## src/rtl/flash_pwr_map.svh

```systemverilog
// Purpose: Offsets-free constant map for the flash power-up, reset and rescue block.
// Assumes: System clock of 200 MHz.
// Notes: Times are in their own units; cycle counts derive from them, except the status, config and subsector write counts, given in cycles.
`ifndef FLASH_PWR_MAP_SVH
`define FLASH_PWR_MAP_SVH

// ====================================================================
// Clock and timing
`define FP_CLK_MHZ 200
`define FP_PUP_TIME_US 150
`define FP_PUP_CYCLES (`FP_PUP_TIME_US * `FP_CLK_MHZ)
`define FP_RECOV_FAST_NS 40
`define FP_RECOV_FAST_CYC ((`FP_RECOV_FAST_NS * `FP_CLK_MHZ) / 1000)
`define FP_RECOV_ARRAY_US 30
`define FP_RECOV_ARRAY_CYC (`FP_RECOV_ARRAY_US * `FP_CLK_MHZ)
`define FP_RST_PULSE_NS 50
`define FP_RST_PULSE_CYC ((`FP_RST_PULSE_NS * `FP_CLK_MHZ + 999) / 1000)
`define FP_STATUS_WR_CYC 100000
`define FP_NVCFG_WR_CYC 100000
`define FP_SUBSECTOR_CYC 100000

// ====================================================================
// Rescue frame lengths in link clocks
`define FP_RESCUE_A 5'h07
`define FP_RESCUE_B 5'h0D
`define FP_RESCUE_C 5'h19
`define FP_RESCUE_FF 5'h08

`endif

```

## src/rtl/flash_pwr_pkg.sv

```systemverilog
// Purpose: Types shared by the flash power-up, reset and rescue block.
// Assumes: Nothing beyond SystemVerilog packages.
// Notes: Link pins travel together as one packed struct.
package flash_pwr_pkg;

    // ====================================================================
    // Sequencer states
    typedef enum logic [2:0] {ST_OFF, ST_PUP, ST_RUN, ST_HOLD, ST_REC} pwr_state_t;

    // ====================================================================
    // Operation in progress when the reset pin acts
    typedef enum logic [2:0] {
        OP_IDLE, OP_ARRAY, OP_STATUS_WR, OP_NVCFG_WR, OP_SUBSECTOR
    } op_kind_t;

    // ====================================================================
    // Serial link pins as seen by the device
    typedef struct packed {
        logic sclk;
        logic sel_n;
        logic io0;
        logic io3;
        logic rst_n;
    } link_t;

endpackage : flash_pwr_pkg

```

## src/rtl/flash_pwr_seq.sv

```systemverilog
// Purpose: Power-up, power-down, reset pin recovery and rescue sequence detection.
// Assumes: Supply and link pins are asynchronous; core status inputs share CLK_SYS.
// Notes: Link clock is sampled, so it must run well below a quarter of CLK_SYS.
`timescale 1ns/1ps
`include "flash_pwr_map.svh"

module flash_pwr_seq #(
    parameter logic [31:0] PUP_CYCLES = 32'(`FP_PUP_CYCLES),
    parameter logic [31:0] RECOV_ARRAY_CYC = 32'(`FP_RECOV_ARRAY_CYC),
    parameter logic [31:0] STATUS_WR_CYC = 32'(`FP_STATUS_WR_CYC),
    parameter logic [31:0] NVCFG_WR_CYC = 32'(`FP_NVCFG_WR_CYC),
    parameter logic [31:0] SUBSECTOR_CYC = 32'(`FP_SUBSECTOR_CYC)
) (
    // Clock and reset
    input wire logic CLK_SYS,
    input wire logic SYS_RST,
    // Supply monitors
    input wire logic SUPPLY_ABOVE_POR,
    input wire logic SUPPLY_AT_MIN,
    // Serial link pins
    input wire flash_pwr_pkg::link_t LINK,
    // Core status
    input wire flash_pwr_pkg::op_kind_t BUSY_OP,
    input wire logic DUMMY_FIRST,
    input wire logic EXECUTE_IN_PLACE_ENABLE,
    input wire logic EXECUTE_IN_PLACE_BOOT,
    // Access control and status
    output logic CORE_RESET,
    output logic STATUS_ONLY,
    output logic FULL_ACCESS,
    output logic CLEAR_WEL_WIP,
    output logic LOCK_INIT,
    output logic EXECUTE_IN_PLACE_MODE,
    output logic EXT_SPI_FORCED,
    output logic RECOVERING
);
    import flash_pwr_pkg::*;

    // ====================================================================
    // Synchronisers
    link_t link_s1_reg, link_s2_reg, link_prev_reg;
    logic [1:0] sup_s1_reg, sup_s2_reg;
    logic por_ok, at_min;

    always_ff @(posedge CLK_SYS or posedge SYS_RST) begin
        if (SYS_RST) begin
            link_s1_reg <= '{sclk: 1'b0, sel_n: 1'b1, io0: 1'b0, io3: 1'b0, rst_n: 1'b1};
            link_s2_reg <= '{sclk: 1'b0, sel_n: 1'b1, io0: 1'b0, io3: 1'b0, rst_n: 1'b1};
            link_prev_reg <= '{sclk: 1'b0, sel_n: 1'b1, io0: 1'b0, io3: 1'b0, rst_n: 1'b1};
            sup_s1_reg <= 2'h0;
            sup_s2_reg <= 2'h0;
        end else begin
            link_s1_reg <= LINK;
            link_s2_reg <= link_s1_reg;
            link_prev_reg <= link_s2_reg;
            sup_s1_reg <= {SUPPLY_AT_MIN, SUPPLY_ABOVE_POR};
            sup_s2_reg <= sup_s1_reg;
        end
    end

    assign por_ok = sup_s2_reg[0];
    assign at_min = sup_s2_reg[1];

    // ====================================================================
    // Power and reset sequencer
    pwr_state_t state_reg, state_next;
    logic [31:0] cnt_reg, cnt_next;
    logic [31:0] rec_reg, rec_next;
    logic [3:0] rlow_reg, rlow_next;
    logic clr_reg, clr_next;
    logic [31:0] rec_load;

    // Recovery length follows the operation that the reset interrupted.
    always_comb begin
        case (BUSY_OP)
            OP_ARRAY: rec_load = RECOV_ARRAY_CYC;
            OP_STATUS_WR: rec_load = STATUS_WR_CYC;
            OP_NVCFG_WR: rec_load = NVCFG_WR_CYC;
            OP_SUBSECTOR: rec_load = SUBSECTOR_CYC;
            default: rec_load = 32'(`FP_RECOV_FAST_CYC);
        endcase
    end

    always_comb begin
        state_next = state_reg;
        cnt_next = cnt_reg;
        rec_next = rec_reg;
        rlow_next = 4'h0;
        clr_next = 1'b0;
        if (!link_s2_reg.rst_n && rlow_reg != 4'hF) begin
            rlow_next = rlow_reg + 4'h1;
        end
        case (state_reg)
            ST_OFF: begin
                cnt_next = 32'h0000_0000;
                if (por_ok && at_min) begin
                    state_next = ST_PUP;
                end
            end
            ST_PUP: begin
                cnt_next = cnt_reg + 32'h0000_0001;
                if (cnt_reg >= PUP_CYCLES - 32'h0000_0001) begin
                    state_next = ST_RUN;
                    clr_next = 1'b1;
                end
            end
            ST_RUN: begin
                // Short glitches are filtered so noise on the pin cannot reset the core.
                if (rlow_reg >= 4'(`FP_RST_PULSE_CYC) - 4'h1) begin
                    state_next = ST_HOLD;
                    rec_next = rec_load;
                end
            end
            ST_HOLD: begin
                cnt_next = 32'h0000_0000;
                if (link_s2_reg.rst_n) begin
                    state_next = ST_REC;
                end
            end
            ST_REC: begin
                cnt_next = cnt_reg + 32'h0000_0001;
                if (!link_s2_reg.rst_n) begin
                    state_next = ST_HOLD;
                end else if (cnt_reg >= rec_reg - 32'h0000_0001) begin
                    state_next = ST_RUN;
                end
            end
            default: state_next = ST_OFF;
        endcase
        if (!por_ok) begin
            state_next = ST_OFF;
            clr_next = 1'b0;
        end
    end

    always_ff @(posedge CLK_SYS or posedge SYS_RST) begin
        if (SYS_RST) begin
            state_reg <= ST_OFF;
            cnt_reg <= 32'h0000_0000;
            rec_reg <= 32'h0000_0000;
            rlow_reg <= 4'h0;
            clr_reg <= 1'b0;
        end else begin
            state_reg <= state_next;
            cnt_reg <= cnt_next;
            rec_reg <= rec_next;
            rlow_reg <= rlow_next;
            clr_reg <= clr_next;
        end
    end

    assign CORE_RESET = (state_reg == ST_OFF) || (state_reg == ST_HOLD);
    assign STATUS_ONLY = (state_reg == ST_PUP);
    assign FULL_ACCESS = (state_reg == ST_RUN);
    assign RECOVERING = (state_reg == ST_HOLD) || (state_reg == ST_REC);
    assign CLEAR_WEL_WIP = clr_reg;
    assign LOCK_INIT = clr_reg;

    // ====================================================================
    // Rescue frame detector and execute-in-place state
    logic [4:0] edges_reg, edges_next;
    logic good_reg, good_next;
    logic stage_reg, stage_next;
    logic exec_mode_reg, exec_mode_next;
    logic ext_reg, ext_next;
    logic sclk_rise, frame_end, part_one, part_two, listen;

    assign listen = (state_reg == ST_PUP) || (state_reg == ST_RUN) || (state_reg == ST_REC);
    assign sclk_rise = link_s2_reg.sclk && !link_prev_reg.sclk && !link_s2_reg.sel_n;
    assign frame_end = link_s2_reg.sel_n && !link_prev_reg.sel_n;
    assign part_one = frame_end && good_reg && ((edges_reg == `FP_RESCUE_A) ||
        (edges_reg == `FP_RESCUE_B) || (edges_reg == `FP_RESCUE_C));
    assign part_two = frame_end && good_reg && stage_reg && (edges_reg == `FP_RESCUE_FF);

    always_comb begin
        edges_next = edges_reg;
        good_next = good_reg;
        stage_next = stage_reg;
        exec_mode_next = exec_mode_reg;
        ext_next = ext_reg;
        if (link_s2_reg.sel_n) begin
            edges_next = 5'h00;
            good_next = 1'b1;
        end else if (sclk_rise) begin
            if (edges_reg != 5'h1F) begin
                edges_next = edges_reg + 5'h01;
            end
            good_next = good_reg && link_s2_reg.io0 && link_s2_reg.io3;
        end
        if (DUMMY_FIRST) begin
            exec_mode_next = !link_s2_reg.io0 && (exec_mode_reg || EXECUTE_IN_PLACE_ENABLE);
        end
        if (frame_end) begin
            stage_next = 1'b0;
        end
        if (part_one) begin
            stage_next = 1'b1;
            exec_mode_next = 1'b0;
        end else if (part_two) begin
            ext_next = 1'b1;
            exec_mode_next = 1'b0;
        end
        if (state_reg == ST_PUP && cnt_reg == 32'h0000_0000) begin
            exec_mode_next = EXECUTE_IN_PLACE_BOOT;
        end
        if (!listen) begin
            // A pin reset returns the mode to its boot setting, as a power cycle would.
            edges_next = 5'h00;
            good_next = 1'b1;
            stage_next = 1'b0;
            exec_mode_next = (state_reg == ST_HOLD) ? EXECUTE_IN_PLACE_BOOT : 1'b0;
            ext_next = (state_reg == ST_HOLD) ? ext_reg : 1'b0;
        end
    end

    always_ff @(posedge CLK_SYS or posedge SYS_RST) begin
        if (SYS_RST) begin
            edges_reg <= 5'h00;
            good_reg <= 1'b1;
            stage_reg <= 1'b0;
            exec_mode_reg <= 1'b0;
            ext_reg <= 1'b0;
        end else begin
            edges_reg <= edges_next;
            good_reg <= good_next;
            stage_reg <= stage_next;
            exec_mode_reg <= exec_mode_next;
            ext_reg <= ext_next;
        end
    end

    assign EXECUTE_IN_PLACE_MODE = exec_mode_reg;
    assign EXT_SPI_FORCED = ext_reg;

    // ====================================================================
    // Assertions
    property p_por_hold;
        @(posedge CLK_SYS) disable iff (SYS_RST) !por_ok |=> CORE_RESET && !FULL_ACCESS;
    endproperty
    a_por_hold: assert property (p_por_hold) else $error("core not held below threshold");

    property p_pup_status;
        @(posedge CLK_SYS) disable iff (SYS_RST) STATUS_ONLY |-> !FULL_ACCESS && !CORE_RESET;
    endproperty
    a_pup_status: assert property (p_pup_status) else $error("full access in power-up");

    property p_pup_clear;
        @(posedge CLK_SYS) disable iff (SYS_RST)
            $fell(STATUS_ONLY) && FULL_ACCESS |-> CLEAR_WEL_WIP && LOCK_INIT;
    endproperty
    a_pup_clear: assert property (p_pup_clear) else $error("no clear after power-up");

    property p_pdown;
        @(posedge CLK_SYS) disable iff (SYS_RST) $fell(por_ok) |=> CORE_RESET ##1 CORE_RESET;
    endproperty
    a_pdown: assert property (p_pdown) else $error("operation after power-down");

    property p_pup_len;
        @(posedge CLK_SYS) disable iff (SYS_RST) STATUS_ONLY |-> cnt_reg < PUP_CYCLES;
    endproperty
    a_pup_len: assert property (p_pup_len) else $error("power-up phase too long");

    property p_rescue;
        @(posedge CLK_SYS) disable iff (SYS_RST)
            part_two && listen && por_ok |=> EXT_SPI_FORCED && !EXECUTE_IN_PLACE_MODE;
    endproperty
    a_rescue: assert property (p_rescue) else $error("rescue did not force protocol");

    property p_rec_len;
        @(posedge CLK_SYS) disable iff (SYS_RST) state_reg == ST_REC |-> cnt_reg < rec_reg;
    endproperty
    a_rec_len: assert property (p_rec_len) else $error("recovery overran");

    property p_rec_array;
        @(posedge CLK_SYS) disable iff (SYS_RST)
            state_reg == ST_RUN && state_next == ST_HOLD && BUSY_OP == OP_ARRAY
            |=> rec_reg == RECOV_ARRAY_CYC;
    endproperty
    a_rec_array: assert property (p_rec_array) else $error("array recovery length wrong");

    property p_rec_nvcfg;
        @(posedge CLK_SYS) disable iff (SYS_RST)
            state_reg == ST_RUN && state_next == ST_HOLD && BUSY_OP == OP_NVCFG_WR
            |=> rec_reg == NVCFG_WR_CYC;
    endproperty
    a_rec_nvcfg: assert property (p_rec_nvcfg) else $error("config recovery length wrong");

    property p_mode_exit;
        @(posedge CLK_SYS) disable iff (SYS_RST)
            DUMMY_FIRST && link_s2_reg.io0 |=> !EXECUTE_IN_PLACE_MODE;
    endproperty
    a_mode_exit: assert property (p_mode_exit) else $error("mode kept on confirmation one");

    c_pup_done: cover property (@(posedge CLK_SYS) disable iff (SYS_RST) CLEAR_WEL_WIP);
    c_rescue: cover property (@(posedge CLK_SYS) disable iff (SYS_RST) $rose(EXT_SPI_FORCED));
    c_pin_reset: cover property (@(posedge CLK_SYS) disable iff (SYS_RST)
        state_reg == ST_REC ##1 FULL_ACCESS);

endmodule : flash_pwr_seq

```

## config.mk

```make
export PLATFORM = sky130hd
export DESIGN_NAME = flash_pwr_seq
export DESIGN_NICKNAME = d
export VERILOG_FILES = /design/src/rtl/flash_pwr_pkg.sv /design/src/rtl/flash_pwr_seq.sv
export VERILOG_INCLUDE_DIRS = /design/src /design/src/rtl
export SDC_FILE = /design/constraint.sdc
export NUM_CORES = 1
export LEC_CHECK = 0
export BUFFER_PORTS_ARGS = -buffer_cell sky130_fd_sc_hd__buf_2
export CORE_UTILIZATION = 57
export CTS_BUF_LIST = sky130_fd_sc_hd__clkbuf_8
export CTS_CLUSTER_DIAMETER = 40
export DETAILED_ROUTE_END_ITERATION = 8
export GPL_TIMING_DRIVEN = 1
export HOLD_SLACK_MARGIN = 0.02
export PLACE_DENSITY = 0.82
export SETUP_SLACK_MARGIN = 0.15
export SLEW_MARGIN = 20
export SYNTH_ARGS = -nofsm -noshare
export SYNTH_HDL_FRONTEND = slang
export SYNTH_SLANG_ARGS = --single-unit
```

## constraint.sdc

```tcl
create_clock -name CLK_SYS -period 3.69 [get_ports CLK_SYS]
set_input_delay 0.738 -clock CLK_SYS [delete_from_list [all_inputs] [get_ports CLK_SYS]]
set_output_delay 0.738 -clock CLK_SYS [all_outputs]
set_load 0.01 [all_outputs]
```

==> flow_summary_export.csv <==
group,metric,value,unit
critical_path,path_depth,13,
placed_design,dp_slack,769,ps
sta,final-hold-violation-count,0,
logic_synthesis,synthDistinctLibCells,55,
sta,finalSetupViolCount,0,
final_layout,diodes,0,
pwr,p_clk_share,31.9,%
sta,max_slew_margin,47.1,%
placed_design,hpwl,6450,um
critical_path,critPathRequiredTime,3930,ps
clock_network,cts_resized,0,
logic_synthesis,ys_seq_area_share,41.5,%
global_route,grt_pass1_wl,14700,um
logic_synthesis,yosys_register_bits,69,
placed_design,portBuffers,22,
critical_path,cp_top_family,"simple AND/OR/NAND/NOR gates",
critical_path,crit_path_start_kind,"flop",
sta,whs,357,ps
logic_synthesis,syn_area,4180,um2
pwr,power_frac_seq,49.4,%
logic_synthesis,synth.largest_area_cell,"dfrtp_1",
clock_network,cts_root_buf,"clkbuf_8",
clock_network,numCtsBuffers,9,
floorplanning,die-width,87.6,um
detailed_routing,drt_iter0_drc,207,
critical_path,cp_max_fo,9,
critical_path,cp_num_buf_inv,2,
sta,worst_slack,801,ps
final_layout,multiInputGateArea,2250,um2
critical_path,path_class,"reg -> reg",
logic_synthesis,ys_warn_count,0,
logic_synthesis,syn_inst,444,
placed_design,placed_cell_area,4360,um2
clock_network,cts_tree,"yes",
detailed_routing,wl_per_cell,15.4,um
final_layout,fin_nets,523,
pwr,p_sw_share,32.8,%
critical_path,ff2ff_path_depth,13,
run,max_cap_violations,0,
hold_path,hold_path.class,"reg -> reg",
critical_path,worstPathArrival,3130,ps
logic_synthesis,synth.area.top_cells,"dfrtp_1, ha_1, mux2i_1, nand2_1, dfstp_2",
final_layout,n_fill_cell,563,
pwr,intPower,1.16,mW
outcome,outcome,"finished clean",
clock_network,clk_pin_slew,80,ps
placed_design,placed_cells,553,
final_layout,drive_above_1_share,12.7,%
floorplanning,rows,30,
floorplanning,core_area,6940,um2
critical_path,cpPeakStageDelay,460,ps
sta,clock_skew,7.06,ps
floorplanning,dieArea,7680,um2
detailed_routing,first_pass_iters,4,
global_route,grt_max_degree,50,
detailed_routing,vias_per_cell,5.77,
final_layout,final_core_utilization,65.3,%
floorplanning,start_util,60.2,%
detailed_routing,ant_nets,0,
critical_path,rr_startpoint,"rec_reg[12]",
sta,fin_crit_sh,78.3,%
logic_synthesis,synth_edf_count,0,
critical_path,worstSetupStartpoint,"rec_reg[12]",
logic_synthesis,syn_area_per_cell,9.41,um2
sta,final-max-slew-violation-count,0,
final_layout,syn_to_final_growth,8.57,%
clock_network,numClockSinks,69,
logic_synthesis,synthArstFlopShare,100,%
sta,rsz0062_at_grt,"no",
critical_path,cp_common_cell,"ha_1",
placed_design,gp_congestion,0.886,
pwr,p_switching,564,uW
global_route,grt.overflow.total,0,
final_layout,largest_reg_flops,32,
sta,finalCriticalPeriod,2890,ps
sta,fmax,346,MHz
critical_path,worstSetupEndpoint,"state_reg[2]",
global_route,track_usage,24.9,%
pwr,ir_drop,236,uV
clock_network,clockBufferDepth,2,
final_layout,fin_area,4540,um2
floorplanning,ios,23,
sta,tightest_slew,792,ps
floorplanning,die_y,87.6,um
critical_path,critPathCaptureType,"flop",
global_route,grt_pass1_vias,3116,
logic_synthesis,synth_ff_type,"dfrtp_1",
final_layout,seqCellArea,1730,um2
global_route,grt_antenna_before_repair,0,
logic_synthesis,synth_top_area_share,37.7,%
logic_synthesis,syn_nets,499,
final_layout,final_cells,569,
hold_path,holdPathStages,0,
pwr,p_per_area,379,nW/um2
detailed_routing,drc,0,
sta,tns,0,ps
clock_network,clkLatencyLatePin,350,ps
final_layout,layout_common_cells,"dfrtp_1, nand2_1, ha_1",
clock_network,htree_levels,3,
critical_path,crit-reg2reg-capture,"state_reg[2]",
critical_path,worst_path_max_delay_cell,"nor2_1",
final_layout,final_common_cell,"dfrtp_1",
clock_network,postCtsHoldBufs,0,
detailed_routing,wl,8770,um
clock_network,cts_setup_buffers,0,
pwr,power.total,1.72,mW
critical_path,crit_chain,"inv_1 > ha_1 > nand2_1 > nor2_1 > ha_1 > inv_1 > ha_1 > nand2_1 > nor4_1 > a211oi_1 > o211ai_1 > a31oi_1 > a41o_1",
pwr,comb_power_share,18.7,%
critical_path,rrSetupSlack,800,ps
pwr,p_leak,2.18,nW
detailed_routing,vias,3284,
layout make-up:
class                           count  area share [%]
Timing Repair Buffer               25            2.92
Clock buffer                        9            2.73
Clock inverter                      7            1.16
Tap cell                           96            2.65
Sequential cell                    69            38.2
Multi-Input combinational cell    330            49.6
Inverter                           33            2.73
power groups by stage:
stage / Sequential (mW) / Combinational, mW / Clock [mW]
CTS: 0.848 / 0.322 / 0.563
finish: 0.849 / 0.322 / 0.548
floorplan: 0.839 / 0.256 / 0
global route: 0.857 / 0.363 / 0.592
global placement: 0.861 / 0.308 / 0
detailed placement: 0.863 / 0.318 / 0
worst reg2reg max path: stages (launching register included):
cell and delay [ps]:
dfrtp_1 450, inv_1 90, ha_1 170, nand2_1 90, nor2_1 460, ha_1 260, inv_1 40, ha_1 280
nand2_1 60, nor4_1 340, a211oi_1 130, o211ai_1 110, a31oi_1 80, a41o_1 220
Yosys cell counts, types with 5 or more instances:
| master | n |
|---|---|
| nand3_1 | 20 |
| a31oi_1 | 6 |
| inv_1 | 33 |
| xor2_1 | 5 |
| a21oi_1 | 22 |
| xnor2_1 | 6 |
| dfrtp_1 | 63 |
| mux2i_1 | 21 |
| ha_1 | 40 |
| dfstp_2 | 6 |
| nor4_1 | 6 |
| o31ai_1 | 9 |
| and3_1 | 6 |
| o21ai_0 | 23 |
| nand4_1 | 10 |
| nor2_1 | 36 |
| nand2_1 | 56 |
| o211ai_1 | 9 |
logic make-up after synthesis:
family                     count (synthesis)  share of synthesized area [%]
AOI/OAI and AO/OA                         87                           13.0
xor gates and xnor gates                  11                           2.31
adders and majority gates                 40                           12.0
buffers and inverters                     45                           4.67
DFF                                       69                           41.5
muxes                                     21                           5.03
and+or+nand+nor                          171                           21.5
per-layer routing:
layer | wire length [um] | global-route usage (%)
met4 | 175 | 8.49
met3 | 318 | 5.84
met5 | 0 | 0
met1 | 4110 | 33.0
met2 | 4170 | 40.2
how the worst min path moves through the flow:
| stage | start | to |
|---|---|---|
| after detailed placement | link_s1_reg[4] | link_s2_reg[4] |
| final | link_s1_reg[1] | link_s2_reg[1] |
| after CTS | link_s1_reg[2] | link_s2_reg[2] |
| after global routing | link_s1_reg[2] | link_s2_reg[2] |
| after floorplan | link_s1_reg[1] | link_s2_reg[1] |
| after global placement | link_s1_reg[1] | link_s2_reg[1] |
Note: power is estimated with default switching activity, not from simulation.
